[src/srst_regs.svh]
/*
 Offsets, field positions, reset values and timing counts of the soft reset block.
 Assumes a 250 MHz system clock and an AXI4-Lite register port.
*/
`ifndef SRST_REGS_SVH
`define SRST_REGS_SVH
`define SRST_CTL_OFFSET      12'h1f8
`define SRST_STAT_OFFSET     12'h1fc
`define SRST_BIT_DIGITAL     0
`define SRST_BIT_PORT1       1
`define SRST_BIT_PORT2       2
`define SRST_BIT_VPHY        3
`define SRST_CTL_RESET       4'h0
`define SRST_PHY_HOLD_US     102
`define SRST_CLK_MHZ         250
`define SRST_PHY_HOLD_CYC    (`SRST_PHY_HOLD_US * `SRST_CLK_MHZ)
`define SRST_DIG_HOLD_CYC    16
`define SRST_VPHY_HOLD_CYC   16
`define SRST_RESP_OKAY       2'h0
`define SRST_RESP_SLVERR     2'h2
`endif

[src/srst_pkg.sv]
/*
 Types shared by the soft reset block.
 Assumes srst_regs.svh holds the numeric constants.
*/
package srst_pkg;
	typedef logic [14:0] srst_cnt_t;
	typedef enum logic [1:0] {
		SRST_IDLE = 2'b00,
		SRST_HOLD = 2'b01,
		SRST_WAIT = 2'b10
	} srst_state_t;
	typedef struct packed {
		srst_state_t state;
		srst_cnt_t   cnt;
		logic        req;
		logic        rst;
	} srst_chan_t;
endpackage : srst_pkg

[src/srst_chan.sv]
/*
 One reset channel: a self-clearing request bit that drives a reset for a
 minimum hold time and clears once the target reports it has left reset.
 Assumes done_in comes from logic on mclk.
*/
`timescale 1ns/10ps
`include "srst_regs.svh"
module srst_chan #(
	parameter srst_pkg::srst_cnt_t HOLD = 15'h0001
) (
	// Clock and reset
	input  wire logic mclk,
	input  wire logic rst_n,
	// Request and target
	input  wire logic set_in,
	input  wire logic done_in,
	output logic      req_out,
	output logic      rst_out
);
	import srst_pkg::*;
	srst_chan_t ch_reg;
	srst_chan_t ch_next;

	always_comb begin
		ch_next = ch_reg;
		unique case (ch_reg.state)
			SRST_IDLE: begin
				// A write while the bit reads one never reaches here
				if (set_in) begin
					ch_next.state = SRST_HOLD;
					ch_next.req   = 1'b1;
					ch_next.rst   = 1'b1;
					ch_next.cnt   = HOLD;
				end
			end
			SRST_HOLD: begin
				if (ch_reg.cnt == 15'h0001) begin
					ch_next.rst   = 1'b0;
					ch_next.state = SRST_WAIT;
				end else begin
					ch_next.cnt = ch_reg.cnt - 15'h0001;
				end
			end
			SRST_WAIT: begin
				// Bit clears only after the target is out of reset
				if (done_in) begin
					ch_next.req   = 1'b0;
					ch_next.state = SRST_IDLE;
				end
			end
			default: begin
				ch_next = '0;
			end
		endcase
	end

	always_ff @(posedge mclk or negedge rst_n) begin
		if (!rst_n) begin
			ch_reg <= '0;
		end else begin
			ch_reg <= ch_next;
		end
	end

	assign req_out = ch_reg.req;
	assign rst_out = ch_reg.rst;
endmodule : srst_chan

[src/srst_ctl.sv]
/*
 Software reset control: AXI4-Lite register with per-PHY, virtual PHY and
 digital reset requests, plus EEPROM abort and configuration reload.
 Assumes rst_n is the master reset; target ready inputs may come from any clock.
*/
// Added by the designer: the address map and the AXI4-Lite interface to the registers.
`timescale 1ns/10ps
`include "srst_regs.svh"
module srst_ctl (
	// Clock and reset
	input  wire logic        mclk,
	input  wire logic        rst_n,
	// AXI4-Lite write address
	input  wire logic [11:0] s_axi_awaddr,
	input  wire logic        s_axi_awvalid,
	output logic             s_axi_awready,
	// AXI4-Lite write data
	input  wire logic [31:0] s_axi_wdata,
	input  wire logic [3:0]  s_axi_wstrb,
	input  wire logic        s_axi_wvalid,
	output logic             s_axi_wready,
	// AXI4-Lite write response
	output logic [1:0]       s_axi_bresp,
	output logic             s_axi_bvalid,
	input  wire logic        s_axi_bready,
	// AXI4-Lite read address
	input  wire logic [11:0] s_axi_araddr,
	input  wire logic        s_axi_arvalid,
	output logic             s_axi_arready,
	// AXI4-Lite read data
	output logic [31:0]      s_axi_rdata,
	output logic [1:0]       s_axi_rresp,
	output logic             s_axi_rvalid,
	input  wire logic        s_axi_rready,
	// Reset targets
	input  wire logic        port1_phy_ready,
	input  wire logic        port2_phy_ready,
	input  wire logic        virtual_phy_ready,
	input  wire logic        digital_ready,
	output logic             port1_phy_rst,
	output logic             port2_phy_rst,
	output logic             virtual_phy_rst,
	output logic             digital_rst,
	output logic             csr_default_n,
	// EEPROM loader
	input  wire logic        eeprom_busy,
	output logic             eeprom_abort,
	output logic             eeprom_reload
);
	import srst_pkg::*;

	// Word indices of the two registers; the low address bits only pick bytes
	localparam logic [9:0] CTL_WORD  = 10'(`SRST_CTL_OFFSET >> 2);
	localparam logic [9:0] STAT_WORD = 10'(`SRST_STAT_OFFSET >> 2);

	typedef struct packed {
		logic        aw_got;
		logic [11:0] aw_addr;
		logic        w_got;
		logic [31:0] w_data;
		logic [3:0]  w_strb;
		logic        bvalid;
		logic [1:0]  bresp;
		logic        rvalid;
		logic [31:0] rdata;
		logic [1:0]  rresp;
		logic        dig_prev;
		logic        abort;
		logic        reload;
	} srst_ctl_t;

	srst_ctl_t st_reg;
	srst_ctl_t st_next;

	logic [3:0] set_req;
	logic [3:0] req_bits;
	logic [3:0] rst_bits;
	logic [3:0] done_bits;
	logic       wr_fire;
	logic       wr_ctl;
	// Address decode of the latched write and of the live read
	logic       wr_hit;
	logic       rd_ctl;
	logic       rd_stat;
	logic       rd_hit;

	// Ready inputs come from pins; two flops each before use
	logic [3:0] rdy_meta_reg;
	logic [3:0] rdy_sync_reg;

	always_ff @(posedge mclk or negedge rst_n) begin
		if (!rst_n) begin
			rdy_meta_reg <= 4'h0;
			rdy_sync_reg <= 4'h0;
		end else begin
			rdy_meta_reg <= {virtual_phy_ready, port2_phy_ready, port1_phy_ready, digital_ready};
			rdy_sync_reg <= rdy_meta_reg;
		end
	end

	assign done_bits = rdy_sync_reg;

	// This port is the host path only; the EEPROM loader has no write port here
	// A new write waits for the last response to be taken
	assign wr_fire = st_reg.aw_got && st_reg.w_got && !st_reg.bvalid;
	assign wr_hit  = (st_reg.aw_addr[11:2] == CTL_WORD) || (st_reg.aw_addr[11:2] == STAT_WORD);
	// Byte lane 0 carries every request bit; other lanes alone change nothing
	assign wr_ctl  = wr_fire && (st_reg.aw_addr[11:2] == CTL_WORD) && st_reg.w_strb[0];
	// Read decode looks at the live address, sampled at the edge that takes it
	assign rd_ctl  = (s_axi_araddr[11:2] == CTL_WORD);
	assign rd_stat = (s_axi_araddr[11:2] == STAT_WORD);
	assign rd_hit  = rd_ctl || rd_stat;

	genvar gi;
	generate
		for (gi = 0; gi < 4; gi++) begin : g_chan
			// Only the port PHYs need the long count; the other holds are short by choice
			localparam srst_cnt_t HOLD = (gi == `SRST_BIT_PORT1 || gi == `SRST_BIT_PORT2) ?
				srst_cnt_t'(`SRST_PHY_HOLD_CYC) :
				(gi == `SRST_BIT_VPHY) ? srst_cnt_t'(`SRST_VPHY_HOLD_CYC) : srst_cnt_t'(`SRST_DIG_HOLD_CYC);
			// Writes while the bit reads one are dropped
			assign set_req[gi] = wr_ctl && st_reg.w_data[gi] && !req_bits[gi];
			srst_chan #(
				.HOLD (HOLD)
			) u_chan (
				.mclk    (mclk),
				.rst_n   (rst_n),
				.set_in  (set_req[gi]),
				.done_in (done_bits[gi]),
				.req_out (req_bits[gi]),
				.rst_out (rst_bits[gi])
			);
		end
	endgenerate

	// Every reset output is a channel flop or its inverse, so none glitches on a register write
	assign port1_phy_rst   = rst_bits[`SRST_BIT_PORT1];
	assign port2_phy_rst   = rst_bits[`SRST_BIT_PORT2];
	assign virtual_phy_rst = rst_bits[`SRST_BIT_VPHY];
	// Digital reset reaches no PHY or PLL output
	assign digital_rst     = rst_bits[`SRST_BIT_DIGITAL];
	assign csr_default_n   = !rst_bits[`SRST_BIT_DIGITAL];
	assign eeprom_abort    = st_reg.abort;
	assign eeprom_reload   = st_reg.reload;

	always_comb begin
		st_next = st_reg;

		// AW and W are latched on their own, so either may arrive first
		if (s_axi_awvalid && !st_reg.aw_got) begin
			st_next.aw_got  = 1'b1;
			st_next.aw_addr = s_axi_awaddr;
		end
		if (s_axi_wvalid && !st_reg.w_got) begin
			st_next.w_got  = 1'b1;
			st_next.w_data = s_axi_wdata;
			st_next.w_strb = s_axi_wstrb;
		end

		// The write runs one cycle after both halves are held
		if (wr_fire) begin
			st_next.aw_got = 1'b0;
			st_next.w_got  = 1'b0;
			st_next.bvalid = 1'b1;
			st_next.bresp  = wr_hit ? `SRST_RESP_OKAY : `SRST_RESP_SLVERR;
		end
		if (st_reg.bvalid && s_axi_bready) begin
			st_next.bvalid = 1'b0;
		end

		// Read data is latched with rvalid, so it stands until rready
		if (s_axi_arvalid && !st_reg.rvalid) begin
			st_next.rvalid = 1'b1;
			st_next.rresp  = rd_hit ? `SRST_RESP_OKAY : `SRST_RESP_SLVERR;
			if (rd_ctl) begin
				st_next.rdata = {28'h0000000, req_bits};
			end else if (rd_stat) begin
				st_next.rdata = {27'h0000000, eeprom_busy, rst_bits};
			end else begin
				st_next.rdata = 32'h00000000;
			end
		end else if (st_reg.rvalid && s_axi_rready) begin
			st_next.rvalid = 1'b0;
		end

		// Abort follows the digital reset one cycle late and outlasts it by a cycle, so a command
		// started late is still killed; reload pulses once on release.
		st_next.dig_prev = rst_bits[`SRST_BIT_DIGITAL];
		st_next.abort    = rst_bits[`SRST_BIT_DIGITAL];
		st_next.reload   = st_reg.dig_prev && !rst_bits[`SRST_BIT_DIGITAL];
	end

	always_ff @(posedge mclk or negedge rst_n) begin
		if (!rst_n) begin
			st_reg <= '0;
		end else begin
			st_reg <= st_next;
		end
	end

	// Each ready is the inverse of a held slot: one read in flight at most, and two writes, one held while one awaits its response
	assign s_axi_awready = !st_reg.aw_got;
	assign s_axi_wready  = !st_reg.w_got;
	assign s_axi_bvalid  = st_reg.bvalid;
	assign s_axi_bresp   = st_reg.bresp;
	assign s_axi_arready = !st_reg.rvalid;
	assign s_axi_rvalid  = st_reg.rvalid;
	assign s_axi_rdata   = st_reg.rdata;
	assign s_axi_rresp   = st_reg.rresp;
endmodule : srst_ctl

[config.mk]
export PLATFORM = sky130hd
export DESIGN_NAME = srst_ctl
export DESIGN_NICKNAME = d
export VERILOG_FILES = /design/src/srst_pkg.sv /design/src/srst_chan.sv /design/src/srst_ctl.sv
export VERILOG_INCLUDE_DIRS = /design/src
export SDC_FILE = /design/constraint.sdc
export NUM_CORES = 1
export LEC_CHECK = 0
export ABC_AREA = 1
export BUFFER_PORTS_ARGS = -buffer_cell sky130_fd_sc_hd__buf_2
export CAP_MARGIN = 25
export CORE_ASPECT_RATIO = 1.5
export CORE_MARGIN = 1.5
export CORE_UTILIZATION = 51
export DETAILED_ROUTE_END_ITERATION = 16
export HOLD_SLACK_MARGIN = 0.06
export PLACE_DENSITY = 0.77
export SLEW_MARGIN = 10
export SYNTH_ARGS = -nofsm -noshare
export SYNTH_HDL_FRONTEND = slang
export SYNTH_SLANG_ARGS = --single-unit
[constraint.sdc]
create_clock -name mclk -period 1.34 [get_ports mclk]
set_input_delay 0.067 -clock mclk [delete_from_list [all_inputs] [get_ports mclk]]
set_output_delay 0.067 -clock mclk [all_outputs]
set_load 0.02 [all_outputs]
---- After elaboration in Yosys (flattened, before gate mapping) ----
Cells that the tools add are included.
W data, S select, Z words.
word-level totals
  bits in registers ....................... 174
  word-level logic and storage cells ...... 179
  output and inout port bits .............. 48
operators by class
  reductions and logical operators ........ 53
  equality and inequality tests ........... 32
  add/subtract/negate cells ............... 4
  bitwise gates (word level) .............. 8
  mux-type cells .......................... 52
operators with widths
  kind                     count
  $pmux W15 S3             4
  $mux W19                 4
  $eq A15 B1 Y1 const B    4
  $mux W15                 4
  $sub A15 B1 Y15 const B  4
  $reduce_and A3 Y1        16
  $eq A10 B7 Y1 const B    4
  $mux W37                 1
  $mux W32                 1
  $pmux W1 S3              8
  $pmux W2 S3              4
  $mux W2                  10
  $logic_and A1 B1 Y1      18
  $ne A2 B1 Y1 const B     8
  $ne A2 B2 Y1 const B     8
  $mux W1                  13
  $mux W13                 1
  $logic_not A1 Y1         9
  $eq A2 B1 Y1 const B     4
  $eq A2 B2 Y1 const B     4
  $logic_not A2 Y1         4
  $not A1 Y1               8
  $reduce_bool A2 Y1       4
  $mux W5                  1
  other kinds (2)          3

---- Longest topological paths before layout ----
Gate-level depths: netlist of run 1.
  word-level depth ........................ 8
  gate-level depth with buffers ........... 11

---- By module ----
Synthesis of run 1 repeated with hierarchy kept, for this count alone.
unflattened totals
  cell total of the unflattened synthesis .. 891
  area, all modules ....................... 6617.6 µm²
by module, submodules not included
  module                            seq. area each (µm²)  cells an instance  area each (µm²)  times used
  srst_chan (g_chan[1].u_chan ...)  475.5                 183                1209.9           2
  srst_chan (g_chan[0].u_chan ...)  475.5                 173                1187.4           2
  srst_ctl                          900.9                 179                1823.0           1

---- Least setup slack after synthesis of run 1 ----
OpenSTA, ideal clock, no wires.
  path type ............................... reg2reg
  start point ............................. register st_reg, in the netlist s_axi_bvalid
  end point ............................... register g_chan[1].u_chan.ch_reg[4] in the netlist's numbering
  library setup time ...................... 117 ps
  arrival ................................. 1376 ps
  stages on the path, launching flop included .. 10
  setup slack ............................. -153 ps
  cells stage by stage .................... dfrtp_1 > inv_1 > nand3_1 > nor2_1 > nand4_1 > nand2_1 > nand2_4 > buf_8 > nand2_1 > nand2_1
on the way
  word-level cells in the longest chain between the ends .. 8
RTL lines
  what                              RTL line         RTL
  start: declaration                srst_ctl.sv:72   srst_ctl_t st_reg;
  start signal: assignment          srst_ctl.sv:197  st_reg <= st_next;
  $logic_not A1 Y1                  srst_ctl.sv:105  assign wr_fire = st_reg.aw_got && st_reg.w_got && !st_reg.bvalid;
  $logic_and A1 B1 Y1               srst_ctl.sv:105
  $logic_and A1 B1 Y1 (2 in a row)  srst_ctl.sv:108  assign wr_ctl = wr_fire && (st_reg.aw_addr[11:2] == CTL_WORD) && st_reg.w_strb[0];
  $logic_and A1 B1 Y1 (2 in a row)  srst_ctl.sv:122  assign set_req[gi] = wr_ctl && st_reg.w_data[gi] && !req_bits[gi];
  $ne A2 B1 Y1 (no line)            -
  $reduce_and A3 Y1 (no line)       -
  end signal: assignment            srst_chan.sv:61  ch_reg <= ch_next;
  end: declaration                  srst_chan.sv:21  srst_chan_t ch_reg;
No other way between the ends.
A chain may end at the register's enable or synchronous reset.

---- Worst setup path in the final report of run 1 ----
  start point ............................. register st_reg[83] in the netlist's numbering
  end point ............................... register g_chan[2].u_chan.ch_reg[2] in the netlist's numbering
on the way
  word-level cells in the longest chain between the ends .. 7
RTL lines
  what                              RTL line
  $eq A10 B7 Y1                     srst_ctl.sv:108
  $logic_and A1 B1 Y1 (2 in a row)  srst_ctl.sv:108
  $logic_and A1 B1 Y1 (2 in a row)  srst_ctl.sv:122
  $ne A2 B1 Y1 (no line)            -
  $reduce_and A3 Y1 (no line)       -
  end signal: assignment            srst_chan.sv:61
  end: declaration                  srst_chan.sv:21
No other way between the ends.

==> results of run 1 <==
==> layer usage <==
| metal | GRT usage, % | part of all wire [%] | up-vias |
|---|---|---|---|
| met3 | 3.859 | 3.3 | 65 |
| met2 | 49.61 | 55 | 176 |
| met4 | 16.26 | 5.1 | 0 |
| met1 | 28.35 | 37 | 3069 |
| met5 | 0 | 0 | - |
| li1 | - | - | 3219 |
==> cell usage after synthesis (2+ instances only) <==
cell type	count
nand4_1	13
nor2_1	132
nand2_4	3
nor2_2	7
nor2_4	2
o31ai_1	2
or2_1	2
nand3b_1	5
buf_6	3
o21ai_0	17
nand2_2	6
xor2_1	7
and3_1	3
nand3_1	65
dfrtp_1	112
buf_2	4
nor3_1	5
nand2_1	319
a31oi_1	2
or2_2	9
mux2_2	7
ha_1	8
a21oi_1	26
xnor2_1	3
inv_1	96
buf_4	39
a21boi_0	2
nor3b_1	2
inv_2	5
==> worst max-delay path, stage by stage (launching register included) <==
cell and delay, ns:
dfrtp_1 0.42, nand2_1 0.09, inv_1 0.06, nand2_1 0.06
nor2_2 0.13, buf_4 0.13, nand4_1 0.14, nand2_4 0.18
nand2_8 0.11, nand2_1 0.09, nand2_1 0.05
==> kinds of logic after synthesis <==
family | share of synthesized area (%)
adders and majority gates | 1.536
muxes | 1.210
other | 0.05754
and+or+nand+nor | 36.96
DFF | 43.00
buffers and inverters | 11.42
xor gates and xnor gates | 1.344
AOI/OAI and AO/OA | 4.473
==> where the power goes <==
part	total, mW	switching [mW]	leakage (nW)	internal [mW]
combinational	8.34	4.63	3.32	3.72
clock	2.97	1.27	0.156	1.69
sequential	4.60	0.568	1.47	4.03
==> final cells by class <==
class,count,area [sq um]
Multi-Input combinational cell,684,3568
Tap cell,156,195.2
Inverter,101,381.6
Sequential cell,112,2806
Fill cell,890,3467
Clock inverter,4,77.57
Timing Repair Buffer,222,1710
Clock buffer,11,242.7
==> worst min-delay path by stage <==
stage	start	to	depth (start not counted)
6_report	s_axi_araddr[10]	s_axi_rresp[1]	3
5_1_grt	s_axi_araddr[10]	s_axi_rresp[1]	3
4_1_cts	s_axi_araddr[10]	s_axi_rresp[1]	3
3_5_place_dp	rst_n	st_reg[85]	1
3_3_place_gp	rst_n	st_reg[85]	1
2_1_floorplan	rst_n	done_bits[0]	0
==> what timing repair did <==
action	CTS	global route
endpoints found under the hold margin	87	0
hold buffers	25	0
pin swaps	25	22
cloned	1	3
setup endpoints to repair	71	74
gates resized for setup	70	59
buffers inserted	2	3
==> impl_metrics.py, run 1 <==
metrics = {
    "outcome": {
        "status": "finished, violations left",
        "violations": "negative setup slack",
    },
    "worst_hold_path": {
        "worstHoldPathType": "in2reg",
    },
    "sta": {
        "setup_ws_ns": -0.2290,
        "period_share_pct": 117.1,
        "slew_violations": 0,
        "hold_viol": 0,
        "finalSetupViolations": 71,
        "timing.hold.ws_ns": 0.06939,
        "rsz0062_at_grt": "true",
        "max_freq_mhz": 637.4,
        "tns_ns": -11.47,
        "finClkSkew_ns": 0.008278,
        "final.min_clock_period_ns": 1.569,
    },
    "cells_and_area": {
        "largest_reg_flops": 68,
        "fin_util_pct": 72.15,
        "design_area_sq_um": 8982,
        "drive_above_1_share_pct": 32.80,
        "diodes": 0,
        "layout_common_cells": "nand2_1 (256), buf_4 (126), nor2_1 (109), dfrtp_1 (109), inv_1 (89)",
        "final_nets": 1210,
        "syn2layout_area_growth_pct": 37.82,
        "mostFrequentLayoutCell": "nand2_1",
        "final_cells": 1290,
    },
    "setup_path": {
        "cp-end-kind": "flop",
        "required_ns": 1.59,
        "critical_path_class": "reg2reg",
        "reg2reg_to": "g_chan[2].u_chan.ch_reg[2]",
        "reg2reg_slack_ns": -0.23,
        "cp-endpoint": "g_chan[2].u_chan.ch_reg[2]",
        "reg2regPathDepth": 10,
        "startpoint_type": "flop",
        "cp_data_arrival_time_ns": 1.82,
        "crit_path_start": "st_reg[83]",
        "timing.rr.start": "st_reg[83]",
        "crit_path_max_fanout": 8,
    },
    "grt": {
        "grt_pass1_vias": 6437,
        "grt_usage_pct": 27.09,
        "grt_max_degree": 38,
        "gr-total-overflow": 0,
        "grt_pass1_wl_mm": 28.19,
        "antenna_found_initial": 0,
    },
    "drt": {
        "wl_per_cell_um": 13.94,
        "drc": 0,
        "drtPass1Iterations": 6,
        "num_vias": 6529,
        "drt_iter0_markers": 370,
        "wl_mm": 17.99,
        "routed_via_density": 5.061,
        "ant_nets": 0,
    },
    "logic_synthesis": {
        "synth_edf_count": 0,
        "netlist.area_leader.share_pct": 43.00,
        "synth_cell_types": 37,
        "synth_area_leaders": "dfrtp_1 (43%), nand2_1 (18%), nor2_1 (7.6%)",
        "yosysWarnings": 0,
        "syn-cell-area_sq_um": 6518,
        "synthFlopType": "dfrtp_1",
        "synth_top_cell_by_area": "dfrtp_1",
        "avgSynthCellArea_sq_um": 7.131,
        "synthArstFlopShare_pct": 100.0,
        "syn_inst": 914,
        "synth-seq-area-share_pct": 43.00,
        "synth-seq-cells": 112,
    },
    "floorplanning": {
        "coreArea_sq_um": 12450,
        "dieHeight_um": 141.5,
        "rows": 50,
        "die_w_um": 95.30,
        "io_pins": 120,
        "die-area_sq_um": 13480,
        "start_util_pct": 52.35,
    },
    "pwr": {
        "p_per_area_nw_per_um2": 1771,
        "p_total_mw": 15.91,
        "irDropWorstVdd_uv": 1653,
        "static-leakage-power_nw": 4.951,
    },
    "job": {
        "drv_cap": 0,
    },
    "clocking": {
        "htreeDepth": 3,
        "clk_latency_ns": 0.36,
        "cts_tree": "done",
        "cts_sinks": 112,
        "cts_buffers": 9,
        "clockBufferDepth": 2,
        "root_buffer": "clkbuf_16",
        "clk_pin_slew_ns": 0.07,
    },
    "placed_design": {
        "place_congestion": 0.8888,
        "place_hpwl_mm": 11.78,
        "port_buffers": 55,
        "placed_cell_area_sq_um": 7938,
        "detailedPlace.worstSlack_ns": -0.1861,
        "dp.cells": 1241,
    },
}
Power figures use the tool's default switching activity.
==> run 2: changes to the inputs <==
--- a/config.mk
+++ b/config.mk
@@ -15,6 +15,7 @@
 export DETAILED_ROUTE_END_ITERATION = 16
 export HOLD_SLACK_MARGIN = 0.06
 export PLACE_DENSITY = 0.77
+export REMOVE_ABC_BUFFERS = 1
 export SLEW_MARGIN = 10
 export SYNTH_ARGS = -nofsm -noshare
 export SYNTH_HDL_FRONTEND = slang
==> run 2 against run 1 <==
Against the previous run: the run still ends with negative setup slack left; clock power fell by 12%; clock skew is 0.0040 ns higher; power grew 2.7%; clock-buffer cell count rose by 1; via count rose by 4.0%; largest power group unchanged.
==> impl_metrics.py, run 2 (synthesis gave the netlist of run 1 again) <==
metrics = {
    "outcome": {
        "status": "finished, violations left",
        "violations": "negative setup slack",
    },
    "pwr": {
        "irDropWorstVdd_uv": 1166,
        "power.switching_mw": 6.809,
        "p_per_area_nw_per_um2": 1783,
        "swShare_pct": 41.68,
        "comb_power_share_pct": 56.2,
        "static-leakage-power_nw": 5.039,
        "clock_power_share_pct": 16.0,
        "intPower_mw": 9.530,
        "p_seq_share_pct": 27.9,
    },
    "drt": {
        "routed_via_density": 5.174,
        "drtPass1Iterations": 5,
        "ant_nets": 0,
        "drc": 0,
        "drt_iter0_markers": 355,
        "num_vias": 6793,
        "wl_per_cell_um": 14.71,
        "wl_mm": 19.31,
    },
    "grt": {
        "gr-total-overflow": 0,
        "grt_pass1_vias": 6394,
        "grt_max_degree": 33,
        "grt_pass1_wl_mm": 27.64,
        "grt_usage_pct": 25.90,
        "antenna_found_initial": 0,
    },
    "floorplanning": {
        "die_w_um": 95.30,
        "die-area_sq_um": 13480,
        "coreArea_sq_um": 12450,
        "io_pins": 120,
        "start_util_pct": 52.35,
        "dieHeight_um": 141.5,
        "rows": 50,
    },
    "cells_and_area": {
        "nFillCells": 826,
        "drive_above_1_share_pct": 34.66,
        "seq_area_sq_um": 2804,
        "final_nets": 1232,
        "layout_common_cells": "nand2_1 (259), buf_4 (147), dfrtp_1 (111)",
        "mostFrequentLayoutCell": "nand2_1",
        "multi_input_comb_area_sq_um": 3651,
        "diodes": 0,
        "syn2layout_area_growth_pct": 40.56,
        "fin_util_pct": 73.59,
        "design_area_sq_um": 9161,
        "largest_reg_flops": 68,
    },
    "sta": {
        "period_share_pct": 121.9,
        "hold_viol": 0,
        "setup_ws_ns": -0.2930,
        "final.min_clock_period_ns": 1.633,
        "max_freq_mhz": 612.4,
        "slew_violations": 0,
        "finClkSkew_ns": 0.01229,
        "timing.hold.ws_ns": 0.07458,
        "rsz0062_at_grt": "true",
        "finalSetupViolations": 75,
    },
    "setup_path": {
        "crit_chain": "inv_2, nand4_1, nor2_2, nand4_1, nand2_4, buf_8, nand2_2, nand2_1, nand2_1",
        "cp-end-kind": "flop",
        "reg2reg_to": "g_chan[3].u_chan.req_out",
        "path_buf_inv": 2,
        "critical_path_class": "reg2reg",
        "required_ns": 1.58,
        "cp_data_arrival_time_ns": 1.87,
        "reg2reg_slack_ns": -0.29,
        "reg2regPathDepth": 9,
        "cp_top_family": "simple AND/OR/NAND/NOR gates",
        "timing.rr.start": "st_reg[87]",
        "crit_slowest_cell": "dfrtp_1",
        "crit_path_max_fanout": 6,
        "startpoint_type": "flop",
        "cp_slowest_stage_delay_ns": 0.41,
    },
    "placed_design": {
        "placed_cell_area_sq_um": 7854,
        "detailedPlace.worstSlack_ns": -0.2028,
        "place_congestion": 0.9313,
        "port_buffers": 55,
        "place_hpwl_mm": 11.47,
    },
    "clocking": {
        "htreeDepth": 3,
        "clockBufferDepth": 2,
        "cts_sinks": 112,
        "clk_pin_slew_ns": 0.08,
        "root_buffer": "clkbuf_16",
        "cts_buffers": 9,
        "clk_latency_ns": 0.36,
        "cts_tree": "done",
    },
    "worst_hold_path": {
        "min_from": "s_axi_araddr[10]",
        "worstHoldPathType": "in2reg",
        "hold_depth": 3,
        "min_to": "s_axi_rresp[1]",
    },
    "job": {
        "drv_cap": 0,
    },
}
## run 2: cell types whose count changed in the layout (fill, tap and decap cells not counted), moves of 4 or more
cell,change
buf_4,+21
nand3_1,+4
nand3_2,-5
nor2_1,-10
nand2_4,+4
nor2_2,+13
nand2_2,-8
## run 2: worst reg2reg max path: cells and delay by family (launching register included)
family	cells	cell delay, ns
simple gates	7	0.88
buf+inv	2	0.23
flops	1	0.41
## run 2: stage by stage
stage	power, mW	TNS [ns]	std cells
finish	16.34	-15.31	1313
global route	17.43	-21.87	1313
CTS	15.33	-7.628	1305
detailed placement	12.02	-9.881	1248
global placement	11.81	-7.899	1248
floorplan	8.908	-9.840	894
## run 2: routing by layer
| metal | wire [um] | part of all wire [%] | vias up | GRT usage, % |
|---|---|---|---|---|
| li1 | - | - | 3258 | - |
| met1 | 7159 | 37 | 3201 | 27.91 |
| met2 | 10340 | 54 | 262 | 48.75 |
| met3 | 1038 | 5.4 | 72 | 3.215 |
| met4 | 770 | 4.0 | 0 | 11.70 |
| met5 | 0 | 0 | - | 0 |
## run 2: how the worst max path moves through the flow
stage | from | to | slack, ns | cells after the start
after CTS | st_reg[89] | g_chan[0].u_chan.ch_reg[5] | -0.15 | 9
after global routing | st_reg[88] | g_chan[3].u_chan.req_out | -0.38 | 9
final | st_reg[87] | g_chan[3].u_chan.req_out | -0.29 | 9
after floorplan | s_axi_bvalid | g_chan[3].u_chan.ch_reg[11] | -0.29 | 8
after detailed placement | st_reg[89] | g_chan[2].u_chan.ch_reg[16] | -0.20 | 8
after global placement | st_reg[89] | g_chan[2].u_chan.ch_reg[6] | -0.19 | 8
## run 2: power groups by stage
stage	Sequential (mW)	Combinational (mW)	Clock, mW
2_1_floorplan	4.52	4.39	0
3_3_place_gp	4.45	7.36	0
3_5_place_dp	4.48	7.54	0
4_1_cts	4.46	8.26	2.61
5_1_grt	4.62	10.1	2.73
6_report	4.55	9.18	2.61
## run 2: layout make-up
class                   instances  area share (%)
clock buffers                  12           2.691
clock inverters                 4          0.3141
inverters                     101           4.166
multi-input cells             685           39.85
flip-flops and latches        112           30.61
well taps                     156           2.131
repair buffers                243           20.24
## run 2: repair_timing
item | CTS | global route
endpoints found under the setup margin | 71 | 77
hold endpoints to repair | 135 | 0
hold buffers | 25 | 0
cloned | 2 | 5
pin swaps | 29 | 34
gates resized for setup | 66 | 114
buffers inserted | 14 | 6
